==> config.mk <==
export PLATFORM = sky130hd
export DESIGN_NAME = urb_uart_top
export DESIGN_NICKNAME = d
export VERILOG_FILES = /design/src/hw/urb_pkg.sv /design/src/hw/urb_cts_detect.sv /design/src/hw/urb_rx_fifo.sv /design/src/hw/urb_uart_top.sv
export SDC_FILE = /design/constraint.sdc
export NUM_CORES = 1
export LEC_CHECK = 0
export BUFFER_PORTS_ARGS = -buffer_cell sky130_fd_sc_hd__buf_2
export CORE_UTILIZATION = 35
export CTS_BUF_LIST = sky130_fd_sc_hd__clkbuf_8
export DETAILED_ROUTE_END_ITERATION = 8
export SLEW_MARGIN = 10
export SYNTH_ARGS = -nofsm -noshare
export SYNTH_HDL_FRONTEND = slang
export SYNTH_SLANG_ARGS = --single-unit
==> constraint.sdc <==
create_clock -name ref_clk -period 6.02 [get_ports ref_clk]
set_input_delay 0.301 -clock ref_clk [delete_from_list [all_inputs] [get_ports ref_clk]]
set_output_delay 0.301 -clock ref_clk [all_outputs]
set_load 0.005 [all_outputs]
==> src/hw/urb_pkg.sv <==
// register map, field positions and timing constants of the serial port block
`default_nettype none
package urb_pkg;
  localparam logic [7:0] OFS_COMMAND      = 8'h00;
  localparam logic [7:0] OFS_RX_BUFFER    = 8'h04;
  localparam logic [7:0] OFS_TX_BUFFER    = 8'h08;
  localparam logic [7:0] OFS_INPUT_CHANGE = 8'h0C;
  localparam logic [7:0] OFS_AUX_CONTROL  = 8'h10;
  localparam logic [7:0] OFS_INT_STATUS   = 8'h14;
  localparam logic [7:0] OFS_INT_MASK     = 8'h18;
  localparam logic [7:0] OFS_MODE         = 8'h1C;
  localparam logic [7:0] OFS_LINE_STATUS  = 8'h20;
  localparam logic [7:0] OFS_BAUD_DIV     = 8'h24;
  localparam int RC_LSB        = 0;
  localparam int TC_LSB        = 2;
  localparam logic [1:0] CMD_NONE    = 2'h0;
  localparam logic [1:0] CMD_ENABLE  = 2'h1;
  localparam logic [1:0] CMD_DISABLE = 2'h2;
  localparam logic [1:0] PM_MULTIDROP = 2'h3;
  localparam int MODE_PM_LSB   = 3;
  localparam int MODE_LOOP_BIT = 7;
  localparam int COS_BIT       = 4;
  localparam int CTS_BIT       = 0;
  localparam int IEC_BIT       = 0;
  localparam int IS_COS        = 7;
  localparam int IS_RXRDY      = 1;
  localparam int IS_TRANSMITTER_READY      = 0;
  localparam int LS_TXEMP      = 3;
  localparam int LS_FFULL      = 1;
  localparam int LS_RXRDY      = 0;
  localparam int LS_TRANSMITTER_READY      = 2;
  localparam logic [15:0] BAUD_DIV_RESET = 16'h0002;
  localparam int CLK_MHZ       = 100;
  localparam int COS_FILTER_US = 25;
  localparam int COS_FILTER_CYC = COS_FILTER_US * CLK_MHZ;
  localparam int CTS_START_TICKS = 2;
  localparam int OVERSAMPLE    = 16;
endpackage
`default_nettype wire

==> src/hw/urb_cts_detect.sv <==
// clear-to-send filter and change detector
`default_nettype none
module urb_cts_detect
  import urb_pkg::*;
#(
  parameter int FILTER_CYC = COS_FILTER_CYC
) (
  input  wire logic ref_clk,
  input  wire logic rst,
  input  wire logic serialTick,
  input  wire logic ctsIn_n,
  output logic      ctsLevel,
  output logic      ctsValid,
  output logic      changePulse
);
  logic [12:0] filtCnt;
  logic [12:0] next_filtCnt;
  logic [1:0]  startCnt;
  logic [1:0]  next_startCnt;
  logic        next_ctsLevel;
  logic        next_ctsValid;
  logic        next_changePulse;

  always_comb begin
    next_filtCnt = filtCnt;
    next_startCnt = startCnt;
    next_ctsLevel = ctsLevel;
    next_ctsValid = ctsValid;
    next_changePulse = 1'b0;
    if (!ctsValid) begin
      if (serialTick) begin
        next_startCnt = 2'(startCnt + 2'h1);
        if (startCnt == 2'(CTS_START_TICKS - 1)) begin
          next_ctsValid = 1'b1;
          next_ctsLevel = ctsIn_n;
          next_changePulse = !ctsIn_n;
        end
      end
    end else if (ctsIn_n == ctsLevel) begin
      next_filtCnt = '0;
    end else if (filtCnt == 13'(FILTER_CYC - 1)) begin
      next_filtCnt = '0;
      next_ctsLevel = ctsIn_n;
      next_changePulse = 1'b1;
    end else begin
      next_filtCnt = 13'(filtCnt + 13'h1);
    end
  end

  always_ff @(posedge ref_clk or posedge rst) begin
    if (rst) begin
      filtCnt <= '0;
      startCnt <= '0;
      ctsLevel <= 1'b1;
      ctsValid <= 1'b0;
      changePulse <= 1'b0;
    end else begin
      filtCnt <= next_filtCnt;
      startCnt <= next_startCnt;
      ctsLevel <= next_ctsLevel;
      ctsValid <= next_ctsValid;
      changePulse <= next_changePulse;
    end
  end
endmodule
`default_nettype wire

==> src/hw/urb_rx_fifo.sv <==
// three-entry receive holding queue
`default_nettype none
module urb_rx_fifo
  import urb_pkg::*;
#(
  parameter int WIDTH = 8,
  parameter int DEPTH = 3
) (
  input  wire logic             ref_clk,
  input  wire logic             rst,
  input  wire logic             pushValid,
  input  wire logic [WIDTH-1:0] pushData,
  input  wire logic             popReady,
  output logic                  popValid,
  output logic [WIDTH-1:0]      popData,
  output logic                  full
);
  logic [WIDTH-1:0] mem [DEPTH];
  logic [WIDTH-1:0] next_mem [DEPTH];
  logic [1:0]       count;
  logic [1:0]       next_count;
  logic             doPop;
  logic             doPush;

  always_comb begin
    doPop  = popReady && (count != 2'h0);
    doPush = pushValid && (!full || doPop);
    next_mem = mem;
    next_count = count;
    if (doPop) begin
      for (int i = 0; i < DEPTH - 1; i++) begin
        next_mem[i] = mem[i + 1];
      end
    end
    if (doPush) begin
      next_mem[2'(count - (doPop ? 2'h1 : 2'h0))] = pushData;
    end
    next_count = 2'(count + (doPush ? 2'h1 : 2'h0) - (doPop ? 2'h1 : 2'h0));
  end

  always_ff @(posedge ref_clk or posedge rst) begin
    if (rst) begin
      count <= 2'h0;
      for (int i = 0; i < DEPTH; i++) begin
        mem[i] <= '0;
      end
    end else begin
      count <= next_count;
      mem   <= next_mem;
    end
  end

  assign popValid = (count != 2'h0);
  assign popData  = mem[0];
  assign full     = (count == 2'(DEPTH));
endmodule
`default_nettype wire

==> src/hw/urb_uart_top.sv <==
// serial port receiver control, receive queue, transmit buffer and CTS change logic
// Behaviour
// receiver command 00 leaves receiver enable unchanged
// command 01 enables receiver, searches start bit, unless multidrop parity mode
// command 10 disables receiver at once, drops partial character, keeps status
// loop-back or multidrop keeps receiver running despite disable
// software never writes reserved receiver command 11
// receive path: one shift register and three-entry queue
// reads return oldest queue entry; full shift register pushes at bottom
// transmit holding register accepts characters only while transmitter ready
// transmit write clears transmitter ready
// empty shift register loads pending character and sets ready again; a write in the cycle a frame ends is never loaded and ready stays low
// transmit writes ignored when not ready or transmitter disabled
// change bit set when CTS changes and holds past filter time
// reading input change register clears change bit and status change bit
// bit 0 shows CTS level, valid two serial clocks after reset
// CTS asserted at first sample after reset sets change bit
// aux control bit 0 routes change event to interrupt status
// software writes zeros to reserved bits of change and aux registers
// interrupt output high while status and mask bits both set
`default_nettype none
module urb_uart_top
  import urb_pkg::*;
#(
  parameter int DATA_W     = 8,
  parameter int FIFO_DEPTH = 3,
  parameter int FILTER_CYC = COS_FILTER_CYC
) (
  input  wire logic        ref_clk,
  input  wire logic        rst,
  input  wire logic        hsel,
  input  wire logic [31:0] haddr,
  input  wire logic [1:0]  htrans,
  input  wire logic        hwrite,
  input  wire logic [2:0]  hsize,
  input  wire logic [31:0] hwdata,
  input  wire logic        hready,
  output logic             hreadyout,
  output logic             hresp,
  output logic [31:0]      hrdata,
  input  wire logic        serialRxPin,
  output logic             serialTxPin,
  input  wire logic        clearToSendIn_n,
  output logic             irq
);
  typedef enum logic [2:0] {
    RX_IDLE  = 3'b001,
    RX_SHIFT = 3'b010,
    RX_STOP  = 3'b100
  } urb_rx_e;

  typedef enum logic [1:0] {
    TX_IDLE  = 2'b01,
    TX_SHIFT = 2'b10
  } urb_tx_e;

  // bus slave address phase capture
  logic        wrPend;
  logic [7:0]  addrPend;
  logic        next_wrPend;
  logic [7:0]  next_addrPend;
  logic        wrEn, rdEn;
  logic [7:0]  wrData;

  // registers
  logic        rxEnabled, txEnabled, txReady, txEmpty, cosFlag;
  logic [7:0]  modeReg, auxCtrl, intStatus, intMask;
  logic [15:0] baudDiv;
  logic [7:0]  txHold, txShift;
  logic        next_rxEnabled, next_txEnabled, next_txReady, next_txEmpty, next_cosFlag;
  logic [7:0]  next_modeReg, next_auxCtrl, next_intStatus, next_intMask;
  logic [15:0] next_baudDiv;
  logic [7:0]  next_txHold, next_txShift;
  logic [31:0] next_hrdata;

  // baud divider: one tick per oversample slot
  logic [15:0] baudCnt, next_baudCnt;
  logic        serialTick;

  // receiver
  urb_rx_e     rxState, next_rxState;
  logic [3:0]  rxSub, next_rxSub;
  logic [2:0]  rxBit, next_rxBit;
  logic [7:0]  rxShift, next_rxShift;
  logic        rxPush;
  logic        rxRun, multidrop, loopback, lineIn;

  // transmitter
  urb_tx_e     txState, next_txState;
  logic [3:0]  txSub, next_txSub;
  logic [3:0]  txBit, next_txBit;
  logic        next_serialTxPin;

  // queue and CTS
  logic        fifoValid, fifoFull, fifoPop;
  logic [7:0]  fifoData;
  logic        ctsLevel, ctsValid, ctsChange;

  assign hreadyout = 1'b1;
  assign hresp     = 1'b0;
  assign wrEn   = wrPend;
  assign wrData = hwdata[7:0];
  assign rdEn   = hsel && hready && htrans[1] && !hwrite;

  assign multidrop = (modeReg[MODE_PM_LSB +: 2] == PM_MULTIDROP);
  assign loopback  = modeReg[MODE_LOOP_BIT];
  assign rxRun     = rxEnabled || loopback || multidrop;
  assign lineIn    = loopback ? serialTxPin : serialRxPin;
  assign serialTick = (baudCnt == 16'h0001);
  assign fifoPop   = rdEn && (haddr[7:0] == OFS_RX_BUFFER);

  always_comb begin
    next_wrPend   = hsel && hready && htrans[1] && hwrite;
    next_addrPend = (hsel && hready && htrans[1]) ? haddr[7:0] : addrPend;
  end

  always_comb begin
    next_baudCnt = (baudCnt <= 16'h0001) ? baudDiv : 16'(baudCnt - 16'h0001);
  end

  // receiver: 16x oversampled, mid-bit sampling
  always_comb begin
    next_rxState = rxState;
    next_rxSub   = rxSub;
    next_rxBit   = rxBit;
    next_rxShift = rxShift;
    rxPush       = 1'b0;
    if (!rxRun) begin
      next_rxState = RX_IDLE;
      next_rxSub   = '0;
    end else if (serialTick) begin
      unique case (rxState)
        RX_IDLE: begin
          if (!lineIn) begin
            next_rxSub = 4'(rxSub + 4'h1);
            if (rxSub == 4'(OVERSAMPLE / 2 - 1)) begin
              next_rxState = RX_SHIFT;
              next_rxSub = '0;
              next_rxBit = '0;
            end
          end else begin
            next_rxSub = '0;
          end
        end
        RX_SHIFT: begin
          next_rxSub = 4'(rxSub + 4'h1);
          if (rxSub == 4'(OVERSAMPLE - 1)) begin
            next_rxShift = {lineIn, rxShift[7:1]};
            next_rxBit = 3'(rxBit + 3'h1);
            if (rxBit == 3'h7) begin
              next_rxState = RX_STOP;
            end
          end
        end
        RX_STOP: begin
          next_rxSub = 4'(rxSub + 4'h1);
          if (rxSub == 4'(OVERSAMPLE - 1)) begin
            next_rxState = RX_IDLE;
            next_rxSub = '0;
            rxPush = 1'b1;
          end
        end
      endcase
    end
  end

  // transmitter shift register and holding register hand-off
  always_comb begin
    next_txState = txState;
    next_txSub   = txSub;
    next_txBit   = txBit;
    next_txShift = txShift;
    next_serialTxPin = serialTxPin;
    next_txReady = txReady;
    next_txEmpty = txEmpty;
    next_txHold  = txHold;
    if (wrEn && addrPend == OFS_TX_BUFFER && txReady && txEnabled) begin
      next_txHold  = wrData;
      next_txReady = 1'b0;
      next_txEmpty = 1'b0;
    end
    unique case (txState)
      TX_IDLE: begin
        next_serialTxPin = 1'b1;
        if (!txReady && txEnabled && !txEmpty) begin
          next_txShift = txHold;
          next_txReady = 1'b1;
          next_txState = TX_SHIFT;
          next_txSub = '0;
          next_txBit = '0;
          next_serialTxPin = 1'b0;
        end
      end
      TX_SHIFT: begin
        if (serialTick) begin
          next_txSub = 4'(txSub + 4'h1);
          if (txSub == 4'(OVERSAMPLE - 1)) begin
            next_txBit = 4'(txBit + 4'h1);
            if (txBit == 4'h9) begin
              next_txState = TX_IDLE;
              next_txEmpty = txReady;
            end else if (txBit == 4'h8) begin
              next_serialTxPin = 1'b1;
            end else begin
              next_serialTxPin = txShift[txBit[2:0]];
            end
          end
        end
      end
    endcase
    if (!txEnabled) begin
      // enabling frees holding and shift register, so nothing stale is sent
      next_txReady = wrEn && addrPend == OFS_COMMAND && wrData[TC_LSB +: 2] == CMD_ENABLE;
      next_txEmpty = next_txReady;
    end
  end

  // register writes, commands, interrupt status
  always_comb begin
    next_rxEnabled = rxEnabled;
    next_txEnabled = txEnabled;
    next_modeReg   = modeReg;
    next_auxCtrl   = auxCtrl;
    next_intMask   = intMask;
    next_baudDiv   = baudDiv;
    next_cosFlag   = cosFlag;
    next_intStatus = intStatus;
    if (wrEn) begin
      unique case (addrPend)
        OFS_COMMAND: begin
          unique case (wrData[RC_LSB +: 2])
            CMD_ENABLE: begin
              if (!multidrop) begin
                next_rxEnabled = 1'b1;
              end
            end
            CMD_DISABLE: next_rxEnabled = 1'b0;
            default: next_rxEnabled = rxEnabled;
          endcase
          if (wrData[TC_LSB +: 2] == CMD_ENABLE) begin
            next_txEnabled = 1'b1;
          end else if (wrData[TC_LSB +: 2] == CMD_DISABLE) begin
            next_txEnabled = 1'b0;
          end
        end
        OFS_AUX_CONTROL: next_auxCtrl = {7'h00, wrData[IEC_BIT]};
        OFS_INT_MASK:    next_intMask = wrData;
        OFS_MODE:        next_modeReg = wrData;
        OFS_BAUD_DIV:    next_baudDiv = hwdata[15:0];
        default:         next_intMask = intMask;
      endcase
    end
    if (rdEn && haddr[7:0] == OFS_INPUT_CHANGE) begin
      next_cosFlag = 1'b0;
      next_intStatus[IS_COS] = 1'b0;
    end else if (rdEn && haddr[7:0] == OFS_INT_STATUS) begin
      next_intStatus[IS_COS] = 1'b0;
    end
    if (ctsChange) begin
      next_cosFlag = 1'b1;
      if (auxCtrl[IEC_BIT]) begin
        next_intStatus[IS_COS] = 1'b1;
      end
    end
    next_intStatus[IS_RXRDY] = fifoValid;
    next_intStatus[IS_TRANSMITTER_READY] = next_txReady;
  end

  always_comb begin
    next_hrdata = '0;
    if (rdEn) begin
      unique case (haddr[7:0])
        OFS_RX_BUFFER:    next_hrdata = {24'h0, fifoData};
        OFS_INPUT_CHANGE: next_hrdata = {27'h0, cosFlag, 3'h0, ctsLevel};
        OFS_AUX_CONTROL:  next_hrdata = {24'h0, auxCtrl};
        OFS_INT_STATUS:   next_hrdata = {24'h0, intStatus};
        OFS_MODE:         next_hrdata = {24'h0, modeReg};
        OFS_LINE_STATUS:  next_hrdata = {28'h0, txEmpty, txReady, fifoFull, fifoValid};
        default:          next_hrdata = '0;
      endcase
    end
  end

  always_ff @(posedge ref_clk or posedge rst) begin
    if (rst) begin
      wrPend <= 1'b0;
      addrPend <= '0;
      baudCnt <= BAUD_DIV_RESET;
      rxState <= RX_IDLE;
      rxSub <= '0;
      rxBit <= '0;
      rxShift <= '0;
      txState <= TX_IDLE;
      txSub <= '0;
      txBit <= '0;
      txShift <= '0;
      txHold <= '0;
      serialTxPin <= 1'b1;
      txReady <= 1'b0;
      txEmpty <= 1'b0;
      rxEnabled <= 1'b0;
      txEnabled <= 1'b0;
      modeReg <= '0;
      auxCtrl <= '0;
      intMask <= '0;
      intStatus <= '0;
      baudDiv <= BAUD_DIV_RESET;
      cosFlag <= 1'b0;
      hrdata <= '0;
    end else begin
      wrPend <= next_wrPend;
      addrPend <= next_addrPend;
      baudCnt <= next_baudCnt;
      rxState <= next_rxState;
      rxSub <= next_rxSub;
      rxBit <= next_rxBit;
      rxShift <= next_rxShift;
      txState <= next_txState;
      txSub <= next_txSub;
      txBit <= next_txBit;
      txShift <= next_txShift;
      txHold <= next_txHold;
      serialTxPin <= next_serialTxPin;
      txReady <= next_txReady;
      txEmpty <= next_txEmpty;
      rxEnabled <= next_rxEnabled;
      txEnabled <= next_txEnabled;
      modeReg <= next_modeReg;
      auxCtrl <= next_auxCtrl;
      intMask <= next_intMask;
      intStatus <= next_intStatus;
      baudDiv <= next_baudDiv;
      cosFlag <= next_cosFlag;
      hrdata <= next_hrdata;
    end
  end

  assign irq = |(intStatus & intMask);

  urb_rx_fifo #(.WIDTH(DATA_W), .DEPTH(FIFO_DEPTH)) rxQueue (
    .ref_clk   (ref_clk),
    .rst       (rst),
    .pushValid (rxPush),
    .pushData  (rxShift),
    .popReady  (fifoPop),
    .popValid  (fifoValid),
    .popData   (fifoData),
    .full      (fifoFull)
  );

  urb_cts_detect #(.FILTER_CYC(FILTER_CYC)) ctsDetect (
    .ref_clk     (ref_clk),
    .rst         (rst),
    .serialTick  (serialTick),
    .ctsIn_n     (clearToSendIn_n),
    .ctsLevel    (ctsLevel),
    .ctsValid    (ctsValid),
    .changePulse (ctsChange)
  );
endmodule
`default_nettype wire

# After elaboration in Yosys (flattened, before gate mapping)
# Index checks and enable logic that the tools add are counted.
[totals]
register_bits = 187
[classes]
add_sub_neg = 10
n_lt_le_gt_ge = 4
eq_ne = 49
n_mux = 87
bitwise = 3
n_reduce_logical = 50
[ops]
columns = ["cell", "count"]
rows = [
  ["$eq 8x5->1 const B", 6],
  ["$pmux 8 s6", 1],
  ["$mux 1", 45],
  ["$mux 4", 9],
  ["$mux 16", 2],
  ["$mux 3", 10],
  ["$mux 13", 2],
  ["$bwmux 24", 1],
  ["$mux 24", 1],
  ["$ne 2x2->1 const B", 10],
  ["$logic_and 1x1->1", 17],
  ["$demux 8 s2", 1],
  ["$eq 16x1->1 const B", 1],
  ["$eq 4x4->1 const B", 4],
  ["$eq 8x4->1 const B", 2],
  ["$eq 8x6->1 const B", 2],
  ["$le 16x1->1 const B", 1],
  ["$mux 8", 2],
  ["$pmux 4 s2", 2],
  ["$reduce_and 4->1", 4],
  ["$sub 16x1->16 const B", 1],
  ["$ne 3x3->1 const B", 5],
  ["$reduce_and 2->1", 7],
  ["$reduce_bool 2->1", 7],
  ["other kinds (35)", 60],
]

# Longest topological paths before layout
[depth]
depth_word = 14
mapped_depth = 13

# By module
# From an unflattened synthesis, not the netlist that was laid out.
[unflattened]
cells_unflattened = 693
area_unflattened_um2 = 8047.7
[by_module_without_submodules]
columns = ["mod", "instances", "cells_per_inst", "area_per_inst_um2"]
rows = [
  ["urb_uart_top", 1, 504, 5634.2],
  ["urb_rx_fifo", 1, 96, 1448.9],
  ["urb_cts_detect", 1, 93, 964.7],
]

# Worst setup path after synthesis
# Ideal clock, no wire load.
[synth_timing]
path_kind = "input -> register"
from = "in haddr[4]"
to = "reg rxQueue.mem[15] in the netlist's numbering"
setup_ns = 0.078
t_arrival_ns = 2.599
required_ns = 5.942
path_slack_ns = 3.343
stages = 13
cell_sequence = "nor4_1 and4_1 clkbuf_1 nand2_2 buf_2 inv_1 ha_1 xor2_1 nor2_1 o2111ai_1 clkbuf_1 nor2_1 a21oi_1"
[synth_rtl]
columns = ["item", "line", "rtl"]
rows = [
  ["from (decl)", "urb_uart_top.sv:32", "input wire logic [31:0] haddr,"],
  ["to (signal assigned)", "urb_rx_fifo.sv:49", "mem <= next_mem;"],
  ["to (decl)", "urb_rx_fifo.sv:18", "logic [WIDTH-1:0] mem [DEPTH];"],
]

# Final worst setup path
[layout_timing]
from = "reg baudCnt[9]"
to = "reg rxShift[6]"
[layout_via]
elab_chain_len = 2
[layout_rtl]
columns = ["item", "line", "rtl"]
rows = [
  ["from (decl)", "urb_uart_top.sv:77", "logic [15:0] baudCnt, next_baudCnt;"],
  ["from (signal assigned)", "urb_uart_top.sv:313", "baudCnt <= next_baudCnt;"],
  ["$eq 16x1->1", "urb_uart_top.sv:109", "assign serialTick = (baudCnt == 16'h0001);"],
  ["$reduce_and 4->1 (no line)", "-", ""],
  ["to (signal assigned)", "urb_uart_top.sv:317", "rxShift <= next_rxShift;"],
  ["to (decl)", "urb_uart_top.sv:84", "logic [7:0] rxShift, next_rxShift;"],
]
# Every way passes these cells.
# A chain may end at the register's enable or synchronous reset.

==> impl_metrics.csv <==
group,metric,value,unit
floorplanning,coreArea,21300,sq um
routing,vias,5335,
run_status,violations,"hold timing",
clock_tree,clock_path_buffers,2,
cells_and_area,fin_util,39.8,%
clock_tree,cts-resized-gates,0,
critical_path,cpMaxStageDelayCell,"or4_1",
routing,drc,0,
floorplanning,dieWidth,150,um
critical_path,regToRegEndpoint,"rxShift[6]",
floorplanning,fp.dieH,150,um
timing,slew_headroom,15.9,%
timing,tns,0,ps
routing,totalWireLength,15.4,mm
clock_tree,insertion_delay,450,ps
clock_tree,cts_buffers,17,
grt,grt_start_max_net_pins,86,
cells_and_area,antennaDiodeCount,0,
critical_path,crit_fanout,11,
critical_path,start_kind,"flop",
timing,fin_crit_sh,46.2,%
cells_and_area,areaGrowthSynthToFinish,9.95,%
critical_path,r2r-start,"baudCnt[9]",
floorplanning,io_pins,112,
yosys,synth_top_area_share,49.0,%
yosys,ys_types,61,
routing,drtIter0Drc,300,
yosys,synth_area,7700,sq um
min_path,hp-class,"in2async",
critical_path,worst-path-stages,5,
clock_tree,clk_pin_slew_worst_paths,90,ps
place,dp_slack,2900,ps
clock_tree,cts_setup_buffers,0,
timing,setup_viol,0,
run_status,status,"finished, violations left",
clock_tree,tritoncts,"built",
yosys,yosysSeqAreaShare,51.1,%
clock_tree,ctsHoldBuffers,0,
flow_run,maxCapViolCount,0,
yosys,ys.flop_type,"dfrtp_1",
timing,hold_ws,-19.2,ps
place,dp_hpwl,10.7,mm
clock_tree,cts.root.buffer_cell,"clkbuf_8",
cells_and_area,drive_above_1_share,21.7,%
grt,grt_pass1_vias,5005,
critical_path,reg2reg_slack,3240,ps
critical_path,crit_path_cell_trace,"nor4_4 -> and4_1 -> nand4_1 -> or4_1 -> mux2_2",
timing,finalMaxSlewViolations,0,
critical_path,path_delay_family,"simple AND/OR/NAND/NOR gates",
timing,worst_slack,3240,ps
routing,drt-vias-per-instance,5.14,
power_and_ir_drop,total_power,2.15,mW
place,port_buffers,41,
timing,fmax,0.359,GHz
yosys,ys_ff_latch,157,
place,place_congestion,0.803,
clock_tree,htreeDepth,4,
power_and_ir_drop,ir_drop,0.128,mV
cells_and_area,fill_cells,2072,
timing,fin_crit,2780,ps
routing,first_pass_iters,5,
critical_path,worstPathRequired,6350,ps
critical_path,critical_path_arrival,3120,ps
grt,grt_overflow,0,
cells_and_area,final_nets,839,
power_and_ir_drop,power_density,254,nW/um^2
grt,antenna_found_initial,0,
yosys,synth_edf_count,0,
yosys,yosys.area.top_type,"dfrtp_1",
yosys,yosysWarnings,0,
floorplanning,die_area,22600,sq um
timing,finClkSkew,13.2,ps
timing,rsz0062_at_grt,"false",
yosys,synth.most_common_cell,"dfrtp_1",
yosys,synth_cells,713,
yosys,synth_area_leaders,"dfrtp_1 (49%), mux2_2 (11%), mux2i_1 (3.0%), nor2_1 (2.9%), a21oi_1 (2.7%)",
timing,worst_slew_pin_slew,1250,ps
timing,hold_viol,13,
grt,grt_pass1_wl,26.1,mm
yosys,async_reset_ff_share,100,%
routing,ant_nets,0,
clock_tree,cts_sinks,157,
critical_path,endpoint_kind,"flop",
critical_path,crit_buf_inv,0,
power_and_ir_drop,leakage,4.01,nW
routing,route.detailed.wl_per_inst,14.9,um
floorplanning,initial_utilization,36.2,%
critical_path,r2r_cells,5,
floorplanning,rows,53,
critical_path,cp_slowest_stage_delay,710,ps
critical_path,critPathKind,"reg2reg",
yosys,avgSynthCellArea,10.8,sq um
yosys,synthTopCellsByCount,"dfrtp_1 (151), mux2_2 (73), nor2_1 (60)",
grt,grt_usage,14.8,%
[metal layers]
| metal | wire, um | track usage, % |
|---|---|---|
| met5 | 0 | 0 |
| met4 | 189 | 5.10 |
| met3 | 508 | 2.45 |
| met2 | 7160 | 22.6 |
| met1 | 7580 | 21.0 |
[kinds of logic (layout without fill, tap and decap cells)]
logic type / count (synthesis) / count (layout) / synth area share (%)
compound gates: 124 / 124 / 10.4
other cells: 2 / 26 / 0.0975
fa+ha+maj: 14 / 14 / 2.27
buf+inv: 78 / 103 / 5.13
xor+xnor: 21 / 21 / 2.39
mux: 98 / 98 / 14.2
flops: 157 / 157 / 51.1
simple gates: 219 / 219 / 14.4
[worst max path at each step]
| stage | startpoint | end | slack, ps |
|---|---|---|---|
| after floorplan | rst | async pin | 1490 |
| after global placement | haddr[4] | flop | 2920 |
| after detailed placement | haddr[4] | flop | 2900 |
| after CTS | baudCnt[9] | rxShift[6] | 3240 |
| after global routing | baudCnt[1] | rxQueue.popData[7] | 3040 |
| final | baudCnt[9] | rxShift[6] | 3240 |
[report_power, final]
group	internal (mW)	total, mW	switching, mW	leakage [nW]
logic	0.0860	0.187	0.101	1.79
clock network	0.380	0.782	0.402	0.201
registers	1.12	1.18	0.0662	2.02
[sequential cells by signal, summed over array words and instances, names as in the netlist, 2 cells and up, named ones only]
name	cells
modeReg	8
intStatus	3
txBit	4
ctsDetect.filtCnt	13
baudDiv	16
txState	2
rxShift	8
rxSub	4
rxQueue.mem	8
rxQueue.count	2
hrdata	8
txShift	8
addrPend	8
intMask	3
rxQueue.popData	8
rxState	3
rxBit	3
ctsDetect.startCnt	2
txSub	4
baudCnt	16
txHold	8
[cell type report]
cell class | instances | area (sq um) | share of cell area (%)
Timing Repair Buffer | 45 | 235 | 2.78
Clock buffer | 18 | 248 | 2.92
Clock inverter | 14 | 143 | 1.68
Sequential cell | 157 | 3940 | 46.5
Inverter | 26 | 103 | 1.21
Multi-Input combinational cell | 502 | 3460 | 40.9
Tap cell | 275 | 344 | 4.06
[cell usage in the layout, fill, tap and decap left out, types with 8 or more instances in the layout]
cell | Yosys | routed
xnor2_1 | 10 | 10
a21oi_1 | 42 | 42
nand2_1 | 45 | 45
nand3_1 | 25 | 25
nor2_1 | 60 | 60
mux2i_1 | 23 | 23
nor3_1 | 19 | 19
buf_2 | 4 | 41
o31ai_1 | 8 | 8
nand4_1 | 10 | 10
nor4_1 | 12 | 12
conb_1 | 2 | 26
xor2_1 | 11 | 11
and3_1 | 9 | 9
inv_1 | 25 | 25
o21ai_0 | 22 | 22
a31oi_1 | 8 | 8
dfrtp_1 | 151 | 151
ha_1 | 14 | 14
mux2_2 | 73 | 73
clkbuf_8 | 0 | 18
[metrics by stage]
| stage | std cells | hold WS, ps | cell area [sq um] |
|---|---|---|---|
| 4_1_cts | 1037 | 7.15 | 8470 |
| 2_1_floorplan | 737 | 374 | 7790 |
| 3_5_place_dp | 1005 | 461 | 8080 |
| 3_3_place_gp | 1005 | 455 | 8080 |
| 6_report | 1037 | -19.2 | 8470 |
| 5_1_grt | 1037 | 31.6 | 8470 |
No activity file was read; power rests on OpenSTA's default activity.
